### src/rtl/adcct_pkg.sv
// adcct_pkg: constants shared by the converter timing controller and its timing table.
// assumes a single 20 MHz reference clock that also serves as the cpu clock.
package adcct_pkg;

    // control word layout
    localparam int CTRL_W      = 16;
    localparam int CTC_MSB     = 15;
    localparam int CTC_LSB     = 14;
    localparam int STC_MSB     = 13;
    localparam int STC_LSB     = 12;
    localparam int PWR_OFF_BIT = 6;

    // converter geometry
    localparam int RES_W     = 10;
    localparam int SAR_STEPS = 10;
    localparam int BIT_W     = 4;
    localparam int CNT_W     = 11;
    localparam int IDX_W     = 4;

    // one half_clock_unit is half a cpu clock period
    localparam int TCL_PER_CLK = 2;

    // conversion_time_code encodings and their table rows
    localparam logic [1:0] CTC_FAST   = 2'h0;
    localparam logic [1:0] CTC_UNDOC  = 2'h1;
    localparam logic [1:0] CTC_SLOW   = 2'h2;
    localparam logic [1:0] CTC_MEDIUM = 2'h3;
    localparam logic [1:0] ROW_FAST   = 2'h0;
    localparam logic [1:0] ROW_MEDIUM = 2'h1;
    localparam logic [1:0] ROW_SLOW   = 2'h2;

    // phase lengths in half_clock_unit, indexed by row*4 + sample_time_code
    localparam int SMP_TCL [12] = '{120, 140, 200, 400,
                                    240, 280, 400, 800,
                                    480, 560, 800, 1600};
    localparam int CMP_TCL [12] = '{240, 280, 280, 280,
                                    480, 560, 560, 560,
                                    960, 1120, 1120, 1120};
    localparam int EXT_TCL [12] = '{28, 16, 52, 44,
                                    52, 28, 100, 52,
                                    100, 52, 196, 64};

    // result constants
    localparam logic [RES_W-1:0] RES_ZERO = 10'h000;
    localparam logic [RES_W-1:0] RES_FULL = 10'h3ff;
    localparam logic [RES_W-1:0] RES_MSB  = 10'h200;
    localparam logic [BIT_W-1:0] BIT_TOP  = 4'h9;

    // phase codes shown on the status port
    localparam logic [1:0] PH_IDLE    = 2'h0;
    localparam logic [1:0] PH_SAMPLE  = 2'h1;
    localparam logic [1:0] PH_COMPARE = 2'h2;
    localparam logic [1:0] PH_XFER    = 2'h3;

endpackage

### src/rtl/adcct_ctrl.sv
// adcct_ctrl: sample, compare and transfer sequencer for a 10-bit
// successive-approximation converter, with range clamping and power control.
// assumes an analog front end that holds its sample while sample_sw is low and
// a comparator that reports whether the held input is at or above the dac trial level.
//
// Summary of operation
// - all phases counted in half_clock_unit, half a cpu clock period each
// - timing codes are the top four bits of the control word
// - each start samples first, then resolves ten bits by successive comparison
// - conversion time is sample plus comparison plus result transfer time
// - input changes after sampling ends do not affect the result
// - input below ground gives all zeros, above reference gives all ones
// - power-off bit switches the analog circuitry off
// - codes 00/00: sample 120, compare 240, extra 28
// - codes 00/01: sample 140, compare 280, extra 16
// - codes 00/10: sample 200, compare 280, extra 52
// - codes 00/11: sample 400, compare 280, extra 44
// - codes 11/00: sample 240, compare 480, extra 52
// - codes 11/01: sample 280, compare 560, extra 28
// - codes 11/10: sample 400, compare 560, extra 100
// - codes 11/11: sample 800, compare 560, extra 52
// - codes 10/00: sample 480, compare 960, extra 100
// - codes 10/01: sample 560, compare 1120, extra 52
// - codes 10/10: sample 800, compare 1120, extra 196
// - codes 10/11: sample 1600, compare 1120, extra 64
`timescale 1ns/1ps
module adcct_ctrl (
    // clock and reset
    input  wire logic                          ref_clk,
    input  wire logic                          rstn,
    // converter_control_register contents and start request
    input  wire logic [adcct_pkg::CTRL_W-1:0]  ctrl_word,
    input  wire logic                          conv_start,
    // analog front end, asynchronous to ref_clk
    input  wire logic                          cmp_above,
    input  wire logic                          in_below_gnd,
    input  wire logic                          in_above_ref,
    // analog front end controls
    output logic                               analog_en_q,
    output logic                               sample_sw_q,
    output logic      [adcct_pkg::RES_W-1:0]   dac_code_q,
    // status and result
    output logic                               busy_q,
    output logic      [1:0]                    phase_q,
    output logic      [adcct_pkg::RES_W-1:0]   result_q,
    output logic                               result_valid_q,
    output logic                               range_clamped_q
);

    typedef enum logic [1:0] {
        ADCCT_IDLE,
        ADCCT_SAMPLE,
        ADCCT_COMPARE,
        ADCCT_XFER
    } adcct_state_t;

    adcct_state_t                     state_q;
    adcct_state_t                     state_d;

    logic [1:0]                       ctc;
    logic [1:0]                       stc;
    logic                             pwr_off;
    logic [1:0]                       ctc_q;
    logic [1:0]                       stc_q;
    logic                             tbl_ready_q;
    logic [adcct_pkg::CNT_W-1:0]      smp_cyc;
    logic [adcct_pkg::CNT_W-1:0]      step_cyc;
    logic [adcct_pkg::CNT_W-1:0]      ext_cyc;
    logic [adcct_pkg::CNT_W-1:0]      cnt_q;
    logic                             cnt_done;
    logic [adcct_pkg::BIT_W-1:0]      bit_q;
    logic [adcct_pkg::RES_W-1:0]      sar_q;
    logic [adcct_pkg::RES_W-1:0]      sar_keep;
    logic                             below_q;
    logic                             above_q;
    logic                             smp_end;
    logic                             cmp_end;
    logic                             conv_end;

    // two-stage synchronisers for the analog status lines
    logic                             cmp_m_q;
    logic                             cmp_s_q;
    logic                             blw_m_q;
    logic                             blw_s_q;
    logic                             abv_m_q;
    logic                             abv_s_q;

    // mask with only the given result bit set
    function automatic logic [adcct_pkg::RES_W-1:0] bit_mask(
        input logic [adcct_pkg::BIT_W-1:0] pos
    );
        bit_mask = adcct_pkg::RES_W'(1) << pos;
    endfunction

    assign ctc     = ctrl_word[adcct_pkg::CTC_MSB:adcct_pkg::CTC_LSB];
    assign stc     = ctrl_word[adcct_pkg::STC_MSB:adcct_pkg::STC_LSB];
    assign pwr_off = ctrl_word[adcct_pkg::PWR_OFF_BIT];

    // timing codes frozen for the whole conversion; a mid-run change of the
    // control word would otherwise stretch or cut the remaining steps and
    // leave a result whose timing matches no row of the table
    always_ff @(posedge ref_clk or negedge rstn) begin
        if (!rstn) begin
            ctc_q <= 2'h0;
            stc_q <= 2'h0;
        end else if (state_d == ADCCT_IDLE) begin
            ctc_q <= ctc;
            stc_q <= stc;
        end
    end

    // the table lags the frozen codes by a cycle, so a start is held off
    // until it has caught up; a stale row would mistime the first phase
    always_ff @(posedge ref_clk or negedge rstn) begin
        if (!rstn) begin
            tbl_ready_q <= 1'b0;
        end else begin
            tbl_ready_q <= ({ctc_q, stc_q} == {ctc, stc});
        end
    end

    // table answers a cycle after the frozen codes
    adcct_timing_rom u_timing (
        .ref_clk    (ref_clk),
        .rstn       (rstn),
        .ctc        (ctc_q),
        .stc        (stc_q),
        .smp_cyc_q  (smp_cyc),
        .step_cyc_q (step_cyc),
        .ext_cyc_q  (ext_cyc)
    );

    always_ff @(posedge ref_clk or negedge rstn) begin
        if (!rstn) begin
            cmp_m_q <= 1'b0;
            cmp_s_q <= 1'b0;
            blw_m_q <= 1'b0;
            blw_s_q <= 1'b0;
            abv_m_q <= 1'b0;
            abv_s_q <= 1'b0;
        end else begin
            cmp_m_q <= cmp_above;
            cmp_s_q <= cmp_m_q;
            blw_m_q <= in_below_gnd;
            blw_s_q <= blw_m_q;
            abv_m_q <= in_above_ref;
            abv_s_q <= abv_m_q;
        end
    end

    assign cnt_done = (cnt_q == '0);
    // comparator high means the held input is at or above the trial level
    assign sar_keep = cmp_s_q ? dac_code_q : sar_q;

    // phase boundaries shared by the sequencer and the datapath; the
    // transfer end is ignored once power is off, so an abort loads nothing
    assign smp_end  = (state_q == ADCCT_SAMPLE) && cnt_done;
    assign cmp_end  = (state_q == ADCCT_COMPARE) && cnt_done && (bit_q == '0);
    assign conv_end = (state_q == ADCCT_XFER) && cnt_done && !pwr_off;

    // sequence: sample, ten compare steps, then the result transfer
    always_comb begin
        state_d = state_q;
        unique case (state_q)
            ADCCT_IDLE: begin
                if (conv_start && !pwr_off && tbl_ready_q) begin
                    state_d = ADCCT_SAMPLE;
                end
            end
            ADCCT_SAMPLE: begin
                if (pwr_off) begin
                    state_d = ADCCT_IDLE;
                end else if (cnt_done) begin
                    state_d = ADCCT_COMPARE;
                end
            end
            ADCCT_COMPARE: begin
                if (pwr_off) begin
                    state_d = ADCCT_IDLE;
                end else if (cmp_end) begin
                    state_d = ADCCT_XFER;
                end
            end
            ADCCT_XFER: begin
                if (pwr_off || cnt_done) begin
                    state_d = ADCCT_IDLE;
                end
            end
        endcase
    end

    always_ff @(posedge ref_clk or negedge rstn) begin
        if (!rstn) begin
            state_q <= ADCCT_IDLE;
        end else begin
            state_q <= state_d;
        end
    end

    // phase counter is loaded with length minus one so each phase is exact
    always_ff @(posedge ref_clk or negedge rstn) begin
        if (!rstn) begin
            cnt_q <= '0;
        end else begin
            unique case (state_q)
                ADCCT_IDLE: begin
                    cnt_q <= smp_cyc - adcct_pkg::CNT_W'(1);
                end
                ADCCT_SAMPLE: begin
                    if (cnt_done) begin
                        cnt_q <= step_cyc - adcct_pkg::CNT_W'(1);
                    end else begin
                        cnt_q <= cnt_q - adcct_pkg::CNT_W'(1);
                    end
                end
                ADCCT_COMPARE: begin
                    if (cnt_done && bit_q == '0) begin
                        cnt_q <= ext_cyc - adcct_pkg::CNT_W'(1);
                    end else if (cnt_done) begin
                        cnt_q <= step_cyc - adcct_pkg::CNT_W'(1);
                    end else begin
                        cnt_q <= cnt_q - adcct_pkg::CNT_W'(1);
                    end
                end
                ADCCT_XFER: begin
                    cnt_q <= cnt_q - adcct_pkg::CNT_W'(1);
                end
            endcase
        end
    end

    // sample switch: closed only during the sample phase, so later input
    // movement cannot reach the held charge
    always_ff @(posedge ref_clk or negedge rstn) begin
        if (!rstn) begin
            sample_sw_q <= 1'b0;
        end else begin
            sample_sw_q <= (state_d == ADCCT_SAMPLE);
        end
    end

    // range flags are frozen at the end of sampling with the held voltage
    always_ff @(posedge ref_clk or negedge rstn) begin
        if (!rstn) begin
            below_q <= 1'b0;
            above_q <= 1'b0;
        end else if (smp_end) begin
            below_q <= blw_s_q;
            above_q <= abv_s_q;
        end
    end

    // successive approximation register and trial level
    always_ff @(posedge ref_clk or negedge rstn) begin
        if (!rstn) begin
            bit_q      <= '0;
            sar_q      <= adcct_pkg::RES_ZERO;
            dac_code_q <= adcct_pkg::RES_ZERO;
        end else begin
            unique case (state_q)
                ADCCT_SAMPLE: begin
                    if (cnt_done) begin
                        bit_q      <= adcct_pkg::BIT_TOP;
                        sar_q      <= adcct_pkg::RES_ZERO;
                        dac_code_q <= adcct_pkg::RES_MSB;
                    end
                end
                ADCCT_COMPARE: begin
                    if (cnt_done) begin
                        sar_q <= sar_keep;
                        if (bit_q != '0) begin
                            bit_q      <= bit_q - adcct_pkg::BIT_W'(1);
                            dac_code_q <= sar_keep | bit_mask(bit_q - adcct_pkg::BIT_W'(1));
                        end else begin
                            dac_code_q <= sar_keep;
                        end
                    end
                end
                ADCCT_IDLE: begin
                    // park the trial level at ground between conversions
                    dac_code_q <= adcct_pkg::RES_ZERO;
                end
                ADCCT_XFER: begin
                    bit_q <= bit_q;
                end
            endcase
        end
    end

    // result register loads at the end of the transfer phase; an input
    // out of range overrides whatever the comparator decided
    always_ff @(posedge ref_clk or negedge rstn) begin
        if (!rstn) begin
            result_q        <= adcct_pkg::RES_ZERO;
            range_clamped_q <= 1'b0;
        end else if (conv_end) begin
            if (below_q) begin
                result_q <= adcct_pkg::RES_ZERO;
            end else if (above_q) begin
                result_q <= adcct_pkg::RES_FULL;
            end else begin
                result_q <= sar_q;
            end
            range_clamped_q <= below_q || above_q;
        end
    end

    always_ff @(posedge ref_clk or negedge rstn) begin
        if (!rstn) begin
            result_valid_q <= 1'b0;
        end else begin
            result_valid_q <= conv_end;
        end
    end

    // status view of the sequencer
    always_ff @(posedge ref_clk or negedge rstn) begin
        if (!rstn) begin
            busy_q  <= 1'b0;
            phase_q <= adcct_pkg::PH_IDLE;
        end else begin
            busy_q <= (state_d != ADCCT_IDLE);
            unique case (state_d)
                ADCCT_IDLE:    phase_q <= adcct_pkg::PH_IDLE;
                ADCCT_SAMPLE:  phase_q <= adcct_pkg::PH_SAMPLE;
                ADCCT_COMPARE: phase_q <= adcct_pkg::PH_COMPARE;
                ADCCT_XFER:    phase_q <= adcct_pkg::PH_XFER;
            endcase
        end
    end

    // analog power follows the control bit; a running conversion is dropped
    // rather than finished, since its comparator would be dead anyway
    always_ff @(posedge ref_clk or negedge rstn) begin
        if (!rstn) begin
            analog_en_q <= 1'b0;
        end else begin
            analog_en_q <= !pwr_off;
        end
    end

endmodule

### src/rtl/adcct_timing_rom.sv
// adcct_timing_rom: registered lookup of phase lengths in reference clock cycles.
// assumes the codes come from the same clock domain; answers one cycle later.
`timescale 1ns/1ps
module adcct_timing_rom (
    // clock and reset
    input  wire logic                          ref_clk,
    input  wire logic                          rstn,
    // timing selection
    input  wire logic [1:0]                    ctc,
    input  wire logic [1:0]                    stc,
    // phase lengths in cycles
    output logic      [adcct_pkg::CNT_W-1:0]   smp_cyc_q,
    output logic      [adcct_pkg::CNT_W-1:0]   step_cyc_q,
    output logic      [adcct_pkg::CNT_W-1:0]   ext_cyc_q
);

    logic [1:0]                  row;
    logic [adcct_pkg::IDX_W-1:0] idx;

    // undocumented code falls back to the fastest set
    always_comb begin
        unique case (ctc)
            adcct_pkg::CTC_FAST:   row = adcct_pkg::ROW_FAST;
            adcct_pkg::CTC_UNDOC:  row = adcct_pkg::ROW_FAST;
            adcct_pkg::CTC_MEDIUM: row = adcct_pkg::ROW_MEDIUM;
            adcct_pkg::CTC_SLOW:   row = adcct_pkg::ROW_SLOW;
        endcase
    end

    assign idx = {row, stc};

    // comparison phase split evenly over the ten decision steps
    always_ff @(posedge ref_clk or negedge rstn) begin
        if (!rstn) begin
            smp_cyc_q  <= '0;
            step_cyc_q <= '0;
            ext_cyc_q  <= '0;
        end else begin
            smp_cyc_q  <= adcct_pkg::CNT_W'(adcct_pkg::SMP_TCL[idx]
                          / adcct_pkg::TCL_PER_CLK);
            step_cyc_q <= adcct_pkg::CNT_W'(adcct_pkg::CMP_TCL[idx]
                          / (adcct_pkg::TCL_PER_CLK * adcct_pkg::SAR_STEPS));
            ext_cyc_q  <= adcct_pkg::CNT_W'(adcct_pkg::EXT_TCL[idx]
                          / adcct_pkg::TCL_PER_CLK);
        end
    end

endmodule

### config.mk
export PLATFORM = sky130hd
export DESIGN_NAME = adcct_ctrl
export DESIGN_NICKNAME = d
export VERILOG_FILES = /design/src/rtl/adcct_pkg.sv /design/src/rtl/adcct_ctrl.sv /design/src/rtl/adcct_timing_rom.sv
export SDC_FILE = /design/constraint.sdc
export NUM_CORES = 1
export LEC_CHECK = 0
export ABC_CLOCK_PERIOD_IN_PS = 5900
export BUFFER_PORTS_ARGS = -buffer_cell sky130_fd_sc_hd__buf_2
export CORE_UTILIZATION = 60
export CTS_CLUSTER_SIZE = 8
export DETAILED_ROUTE_END_ITERATION = 8
export PLACE_DENSITY_LB_ADDON = 0.05
export SETUP_SLACK_MARGIN = 0.3
export SYNTH_ARGS = -nofsm -noshare
export SYNTH_HDL_FRONTEND = slang
export SYNTH_SLANG_ARGS = --single-unit
### constraint.sdc
create_clock -name ref_clk -period 5.9 [get_ports ref_clk]
set_clock_uncertainty 0.15 [all_clocks]
set_input_delay 0.59 -clock ref_clk [delete_from_list [all_inputs] [get_ports ref_clk]]
set_output_delay 0.59 -clock ref_clk [all_outputs]
set_load 0.005 [all_outputs]
After elaboration in Yosys (flattened, before gate mapping)
Memories as Yosys holds them, arrays and structs flattened.
Cells that the tools add are included.

operators by class
  $add $sub $neg = 7
  div/mod/pow operators = 1
  magnitude comparators = 1
  equal/unequal tests = 13
  shift-type cells = 1
  mux-type cells = 32
  bitwise logic cells = 4
  reductions and logical operators = 24

operators by type and width
  kind                   number
  $mux 32                6
  $mux 10                8
  $pmux 11 s4            1
  $sub 11x1->11 const B  4
  $div 32x6->32 const B  1
  $pmux 10 s3            1
  $add 11x1->11          2
  $mux 11                2
  $pmux 10 s2            1
  $pmux 2 s4             2
  $eq 2x2->1 const B     6
  $mux 2                 6
  $mux 4                 3
  $logic_not 11->1       1
  $or 10x10->10          1
  $shl 1x4->10 const A   1
  $logic_and 1x1->1      8
  $pmux 4 s2             1
  $eq 2x1->1 const B     3
  $logic_not 2->1        3
  $pmux 2 s3             1
  $reduce_and 3->1       2
  $ge 5x5->1 const B     1
  $not 4->5              1
  13 further kinds       17

storage, ports and cells
  flip-flop bits (word level) = 100
  ROM bits = 1536
  input bits = 22
  output and inout port bits = 27
  word-level logic and storage cells = 112
  memories kept = 3

memories
  name             words  width  read ports  clocked after Yosys merged registers in  write ports  line                    RTL
  (no name shown)  16     32     1           0                                        0            adcct_timing_rom.sv:41  step_cyc_q <= adcct_pkg::CNT_W'(adcct_pkg::CMP_TCL[idx]
  (no name shown)  16     32     1           0                                        0            adcct_timing_rom.sv:43  ext_cyc_q <= adcct_pkg::CNT_W'(adcct_pkg::EXT_TCL[idx]
  (no name shown)  16     32     1           0                                        0            adcct_timing_rom.sv:39  smp_cyc_q <= adcct_pkg::CNT_W'(adcct_pkg::SMP_TCL[idx]

Logic depth before layout (Yosys ltp)
  depth after elaboration = 9
  gate-level depth with buffers = 11
  gate-level depth less buffers = 10

Cells and area by module
Synthesis repeated with hierarchy kept, for this count alone.

unflattened totals
  cells, all modules = 550
  area total of the unflattened synthesis = 5190.0 µm²

by module, submodules not included
  module            instances  cells an instance  area an instance (µm²)  sequential area each (µm²)
  adcct_ctrl        1          445                4030.1                  1651.6
  adcct_timing_rom  1          105                1159.9                  550.5

Worst setup path before layout
No wires, ideal clock.

  kind = reg2reg
  from = register cnt_q[2] (netlist bit)
  to = register result_q[3] (netlist bit)
  setup time = 0.141 ns
  arrival time = 2.355 ns
  required time = 5.609 ns
  slack = 3.254 ns
  cell stages (with the launch flop) = 9
  path buffers = 3
  clock period less this slack = 2.646 ns
  cell sequence = dfrtp_1 or4_4 or4_1 buf_2 or3_1 buf_2 buf_2 nand2_1 o31ai_2

on the way
  cells in the longest elaborated chain, start to end = 3

RTL lines
  element                          line               RTL
  start: declaration               adcct_ctrl.sv:69   logic [adcct_pkg::CNT_W-1:0] cnt_q;
  start signal: assignment         adcct_ctrl.sv:207  cnt_q <= smp_cyc - adcct_pkg::CNT_W'(1);
  start signal: assignment         adcct_ctrl.sv:211  cnt_q <= step_cyc - adcct_pkg::CNT_W'(1);
  start signal: assignment         adcct_ctrl.sv:213  cnt_q <= cnt_q - adcct_pkg::CNT_W'(1);
  $logic_not 11->1                 adcct_ctrl.sv:151  assign cnt_done = (cnt_q == '0);
  $logic_and 1x1->1 (2 in series)  adcct_ctrl.sv:159  assign conv_end = (state_q == ADCCT_XFER) && cnt_done && !pwr_off;
  end signal: assignment           adcct_ctrl.sv:294  result_q <= adcct_pkg::RES_ZERO;
  end signal: assignment           adcct_ctrl.sv:298  result_q <= adcct_pkg::RES_ZERO;
  end signal: assignment           adcct_ctrl.sv:300  result_q <= adcct_pkg::RES_FULL;
  end: declaration                 adcct_ctrl.sv:45   output logic [adcct_pkg::RES_W-1:0] result_q,

Every way passes these cells.
A chain may end at the register's enable or synchronous reset.

Final worst setup path
  from = register bit_q[0] (netlist bit)
  to = register sample_sw_q

on the way
  cells in the longest elaborated chain, start to end = 6

RTL lines
  element                   line               RTL
  start: declaration        adcct_ctrl.sv:71   logic [adcct_pkg::BIT_W-1:0] bit_q;
  start signal: assignment  adcct_ctrl.sv:263  bit_q <= adcct_pkg::BIT_TOP;
  start signal: assignment  adcct_ctrl.sv:272  bit_q <= bit_q - adcct_pkg::BIT_W'(1);
  start signal: assignment  adcct_ctrl.sv:284  bit_q <= bit_q;
  $logic_not 4->1           adcct_ctrl.sv:158  assign cmp_end = (state_q == ADCCT_COMPARE) && cnt_done && (bit_q == '0);
  $logic_and 1x1->1         adcct_ctrl.sv:158
  $mux 2                    adcct_ctrl.sv:180  end else if (cmp_end) begin
  $mux 2                    adcct_ctrl.sv:178  if (pwr_off) begin
  $pmux 2 s4                adcct_ctrl.sv:164  unique case (state_q)
  net state_d[0]            adcct_ctrl.sv:58   adcct_state_t state_d;
  $eq 2x1->1                adcct_ctrl.sv:238  sample_sw_q <= (state_d == ADCCT_SAMPLE);
  end signal: assignment    adcct_ctrl.sv:238
  end: declaration          adcct_ctrl.sv:40   output logic sample_sw_q,

The timed path passes the listed nets, and every way through them passes these cells.

==> impl_summary.txt <==
----------------------------------------------------
[CTS]
  Clock net sink count ... slightly below 90
  Max Buffers Root-to-Sink ... 2
  TritonCTS clock tree ... built
  Clock latency at the later pin of the worst-skew pair ... 360 ps
  Worst-path clk slew ... ~100 ps
  Clock root buffer master ... sky130_fd_sc_hd__clkbuf_8
  Number of buffers created by CTS ... 9
  Gates resized, CTS repair ... 0
  Max H-tree Level ... 3
  Total of hold buffers inserted after clock tree synthesis ... 0
  Total setup buffers inserted after CTS ... 0

[Worst setup path]
  Delay of the slowest cell on the worst path ... roughly 670 ps
  Crit Path Max Fanout ... 11
  Worst Setup Path Type ... flop to flop
  Minimum setup slack among reg-to-reg paths ... 2760 ps
  Kind of start point of the critical path ... flop
  Termination of the worst setup path ... sample_sw_q$_DFF_PN0_
  Gate family responsible for the most delay along the worst path ... simple AND/OR/NAND/NOR gates
  Worst path buffer plus inverter count ... 1
  Stages on worst setup path ... 7
  Endpoint of the lowest-slack register-to-register path ... sample_sw_q$_DFF_PN0_
  Critical path, cell by cell ... inv_1 > ha_1 > or3b_2 > nor4_1 > a211oi_1 > nor3b_1 > and2_1
  Number of cells on the worst reg-to-reg path ... 7
  Data required time at the worst endpoint ... about 6000 ps
  Worst r2r src ... bit_q[0]$_DFFE_PN0P_
  Data arrival, critical path ... roughly 3300 ps
  Max stage delay cell, worst path ... sky130_fd_sc_hd__nor4_1
  Source of the critical timing path ... bit_q[0]$_DFFE_PN0P_
  Kind of end point of the critical path ... flop

[Floorplanning]
  FP Rows ... 32
  Effective utilization at floorplan ... 0.628
  Horiz. Die Dim ... between 90 and 100 microns
  Die Outline Area ... 8540 sq um
  I/O pin count ... 49
  Core outline area ... between 7000 and 8000 sq um
  Die height ... approximately 90 microns

[Power and ir drop]
  Worst IR Drop VDD ... between 0.0001 and 0.00015 V
  Cell-internal power ... roughly 0.90 mW
  Total power ... around 1.3 mW
  Reported leakage power ... 2.29 nW
  Fraction of power consumed by the clock network ... 0.317
  Pwr dens ... about 240 nW/um^2
  Combinational cell fraction of total power ... 0.144
  Switching share of power ... 0.296
  Part of the total power dissipated in sequential elements ... 0.538
  Switching power summed over all nets ... 0.380 mW

[Layout]
  Final cell utilization of the core ... 0.679
  Total inserted antenna cells ... 0
  Ratio of cells with drive above 1 in the final layout ... 0.135
  Area Overhead vs Synth ... 8.12%
  Final Net Count ... ~600

[Detailed routing]
  Post-DR vias/cell ... 6.24
  Drt initial violations ... around 360
  Average wire per standard cell ... 17.7 microns
  DRC errors left ... 0
  Count of vias placed by the detailed router ... around 4,100
  WL final ... approximately 12,000 microns
  Final antenna-violating net count ... 0
  First-pass DRT Iterations ... 6

[Logic synthesis]
  Synthesized area per cell ... between 9 and 10 sq um
  Post-synth top flop ... sky130_fd_sc_hd__dfrtp_1
  Post-synthesis net count ... roughly 580
  Post-Synth XOR/XNOR Area ... 0.0393
  Async SR Flop Fraction ... 1.00
  Number of cells produced by synthesis ... 536
  Adder-cell area share of the yosys netlist ... 0.0480
  Synthesis-stage register bit count ... 88
  Library cells used by synthesis ... 56
  Share of the yosys chip area belonging to registers ... 0.449
  Yosys warning count ... 0
  Portion of netlist area occupied by mux cells ... 0.0199
  Largest family of logic cells by synthesized area ... compound AO/OA/AOI/OAI gates
  Synth Cell Area ... 4900 sq um
  Synth Area in Simple Gates ... 0.197
  Post-synth EDFFs ... 0
  Post-synthesis compound-gate area fraction ... 0.204

[Min path]
  Type of the tightest min-delay check ... input pin to flop

[Global routing]
  Met3 track demand over resource ... 0.0468
  Global-route wire length before repair ... just under 20,000 microns
  Overall Global Routing Usage ... 0.296
  GR Util met1 ... 0.438
  Global routing met2 resource utilization ... 0.438
  GRT Max-Usage Layer ... met1
  Antenna violations before repair ... 0
  Final global-route overflow total ... 0
  Largest net degree at the start of global routing ... 89
  Via count of the first global-routing pass ... 3,829

[Timing]
  Clock period minus worst slack ... ~3100 ps
  Fin crit share ... 0.533
  Setup TNS Final ... 0 ps
  Final-layout worst hold slack ... ~180 ps
  RSZ-0062 raised after global routing ... no
  Number of failing hold endpoints at the final stage ... 0
  Number of setup violations in the final report ... 0
  Transition at the pin with the smallest max-transition slack ... about 1100 ps
  Max-Slew Margin vs Limit ... 0.269
  Fmax ... about 320 MHz
  Total count of max-transition violations in the final report ... 0
  Post-layout worst setup margin ... between 2000 and 3000 ps

[Placed design]
  Weighted congestion at the end of routability-driven global placement ... between 0.9 and 1
  Number of port buffers ... 37
  Post-DP HPWL ... approximately 8100 microns
  Worst-case setup slack after placement ... 2780 ps

[Status]
  Status ... finished clean

[Flow run]
  Number of max-capacitance violations reported ... 0

----------------------------------------------------
-- per-stage QoR --
step,std cells,cell area [sq um]
floorplan,536,4900
global placement,648,5110
detailed placement,648,5110
CTS,664,5300
global route,664,5300
finish,664,5300
-- Yosys cell counts, drive strengths merged, types with 3 or more instances --
master	instances	area, sq um
nor4	9	56.3
and2	6	37.5
a22oi	16	120
or2	3	18.8
dfrtp	88	2200
a211oi	5	37.5
o22a	3	26.3
a31oi	4	25.0
nor2	38	143
mux2i	3	30.0
nand2	61	229
o2bb2ai	6	52.6
o31ai	14	140
xor2	10	87.6
buf	7	42.5
a221oi	3	26.3
or4	8	63.8
o211ai	4	30.0
nand4	4	25.0
or3	4	25.0
nand3	9	45.0
a21oi	35	175
inv	21	78.8
clkbuf	23	86.3
nor2b	11	68.8
xnor2	12	105
ha	18	225
nor3b	6	50.1
o21ai	47	235
nand2b	12	75.1
mux2	6	67.6
nor3	18	90.1
-- cell families after synthesis --
kind of cell / Yosys count
AND/OR/NAND/NOR: 194
AO/OA/AOI/OAI: 153
flip-flops: 88
XOR/XNOR: 22
adder cells (fa/ha/maj): 19
multiplexers: 9
buffers and inverters: 51
-- metal layers --
| metal | wire, microns | part of all wire |
|---|---|---|
| met4 | 301 | 0.026 |
| met5 | 0 | 0 |
| met2 | 5130 | 0.44 |
| met3 | 783 | 0.067 |
| met1 | 5550 | 0.47 |
-- flip-flops by register name (all words and copies together) (netlist names), 2 cells and up --
signal / cells
u_timing.ext_cyc_q: 6
ctc_q: 2
result_q: 10
cnt_q: 11
bit_q: 4
u_timing.step_cyc_q: 7
u_timing.smp_cyc_q: 9
dac_code_q: 10
stc_q: 2
sar_q: 10
state_q: 2
-- layout make-up --
| cell class | instances | area, sq um |
|---|---|---|
| fillers | 632 | 2510 |
| multi-input cells | 397 | 2490 |
| flip-flops and latches | 88 | 2200 |
| repair buffers | 40 | 210 |
| clock buffers | 12 | 155 |
| well taps | 102 | 128 |
| inverters | 21 | 78.8 |
| clock inverters | 4 | 33.8 |
-- how the worst min path moves through the flow --
| stage | slack [ps] | start | cells after the start | to |
|---|---|---|---|---|
| 3_3_place_gp | 180 | blw_m_q$_DFF_PN0_ | 0 | blw_s_q$_DFF_PN0_ |
| 5_1_grt | 170 | in_below_gnd | 1 | blw_m_q$_DFF_PN0_ |
| 4_1_cts | 170 | cmp_above | 1 | cmp_m_q$_DFF_PN0_ |
| 6_report | 180 | in_below_gnd | 1 | blw_m_q$_DFF_PN0_ |
| 3_5_place_dp | 180 | blw_m_q$_DFF_PN0_ | 0 | blw_s_q$_DFF_PN0_ |
| 2_1_floorplan | 140 | rstn | 0 | above_q$_DFFE_PN0P_ |
-- cells in the final DEF, fill, tap and decap left out, types with 4 or more instances in the layout --
master,synthesis,routed
sky130_fd_sc_hd__buf_4,1,4
sky130_fd_sc_hd__mux2_2,6,6
sky130_fd_sc_hd__nand2_1,61,61
sky130_fd_sc_hd__or4_1,7,7
sky130_fd_sc_hd__dfrtp_1,88,88
sky130_fd_sc_hd__buf_2,4,36
sky130_fd_sc_hd__nand4_1,4,4
sky130_fd_sc_hd__nor3_1,18,18
sky130_fd_sc_hd__nor2b_1,11,11
sky130_fd_sc_hd__or3_1,4,4
sky130_fd_sc_hd__o2bb2ai_1,6,6
sky130_fd_sc_hd__o211ai_1,4,4
sky130_fd_sc_hd__a31oi_1,4,4
sky130_fd_sc_hd__nand3_1,9,9
sky130_fd_sc_hd__nor4_1,9,9
sky130_fd_sc_hd__nand2b_1,12,12
sky130_fd_sc_hd__o31ai_1,7,7
sky130_fd_sc_hd__a22oi_1,16,16
sky130_fd_sc_hd__clkbuf_8,0,11
sky130_fd_sc_hd__inv_1,21,21
sky130_fd_sc_hd__a211oi_1,5,5
sky130_fd_sc_hd__nor2_1,38,38
sky130_fd_sc_hd__and2_1,6,6
sky130_fd_sc_hd__a21oi_1,35,35
sky130_fd_sc_hd__o31ai_2,7,7
sky130_fd_sc_hd__nor3b_1,5,5
sky130_fd_sc_hd__o21ai_0,46,46
sky130_fd_sc_hd__ha_1,18,18
sky130_fd_sc_hd__xnor2_1,12,12
sky130_fd_sc_hd__xor2_1,10,10
-- power by group through the flow --
| stage | Combinational, mW | Clock (mW) | Sequential, mW |
|---|---|---|---|
| 3_5_place_dp | 0.182 | 0 | 0.702 |
| 2_1_floorplan | 0.136 | 0 | 0.687 |
| 5_1_grt | 0.208 | 0.435 | 0.699 |
| 4_1_cts | 0.185 | 0.410 | 0.690 |
| 6_report | 0.185 | 0.408 | 0.691 |
| 3_3_place_gp | 0.178 | 0 | 0.700 |
(Power assumes the default switching activity.)
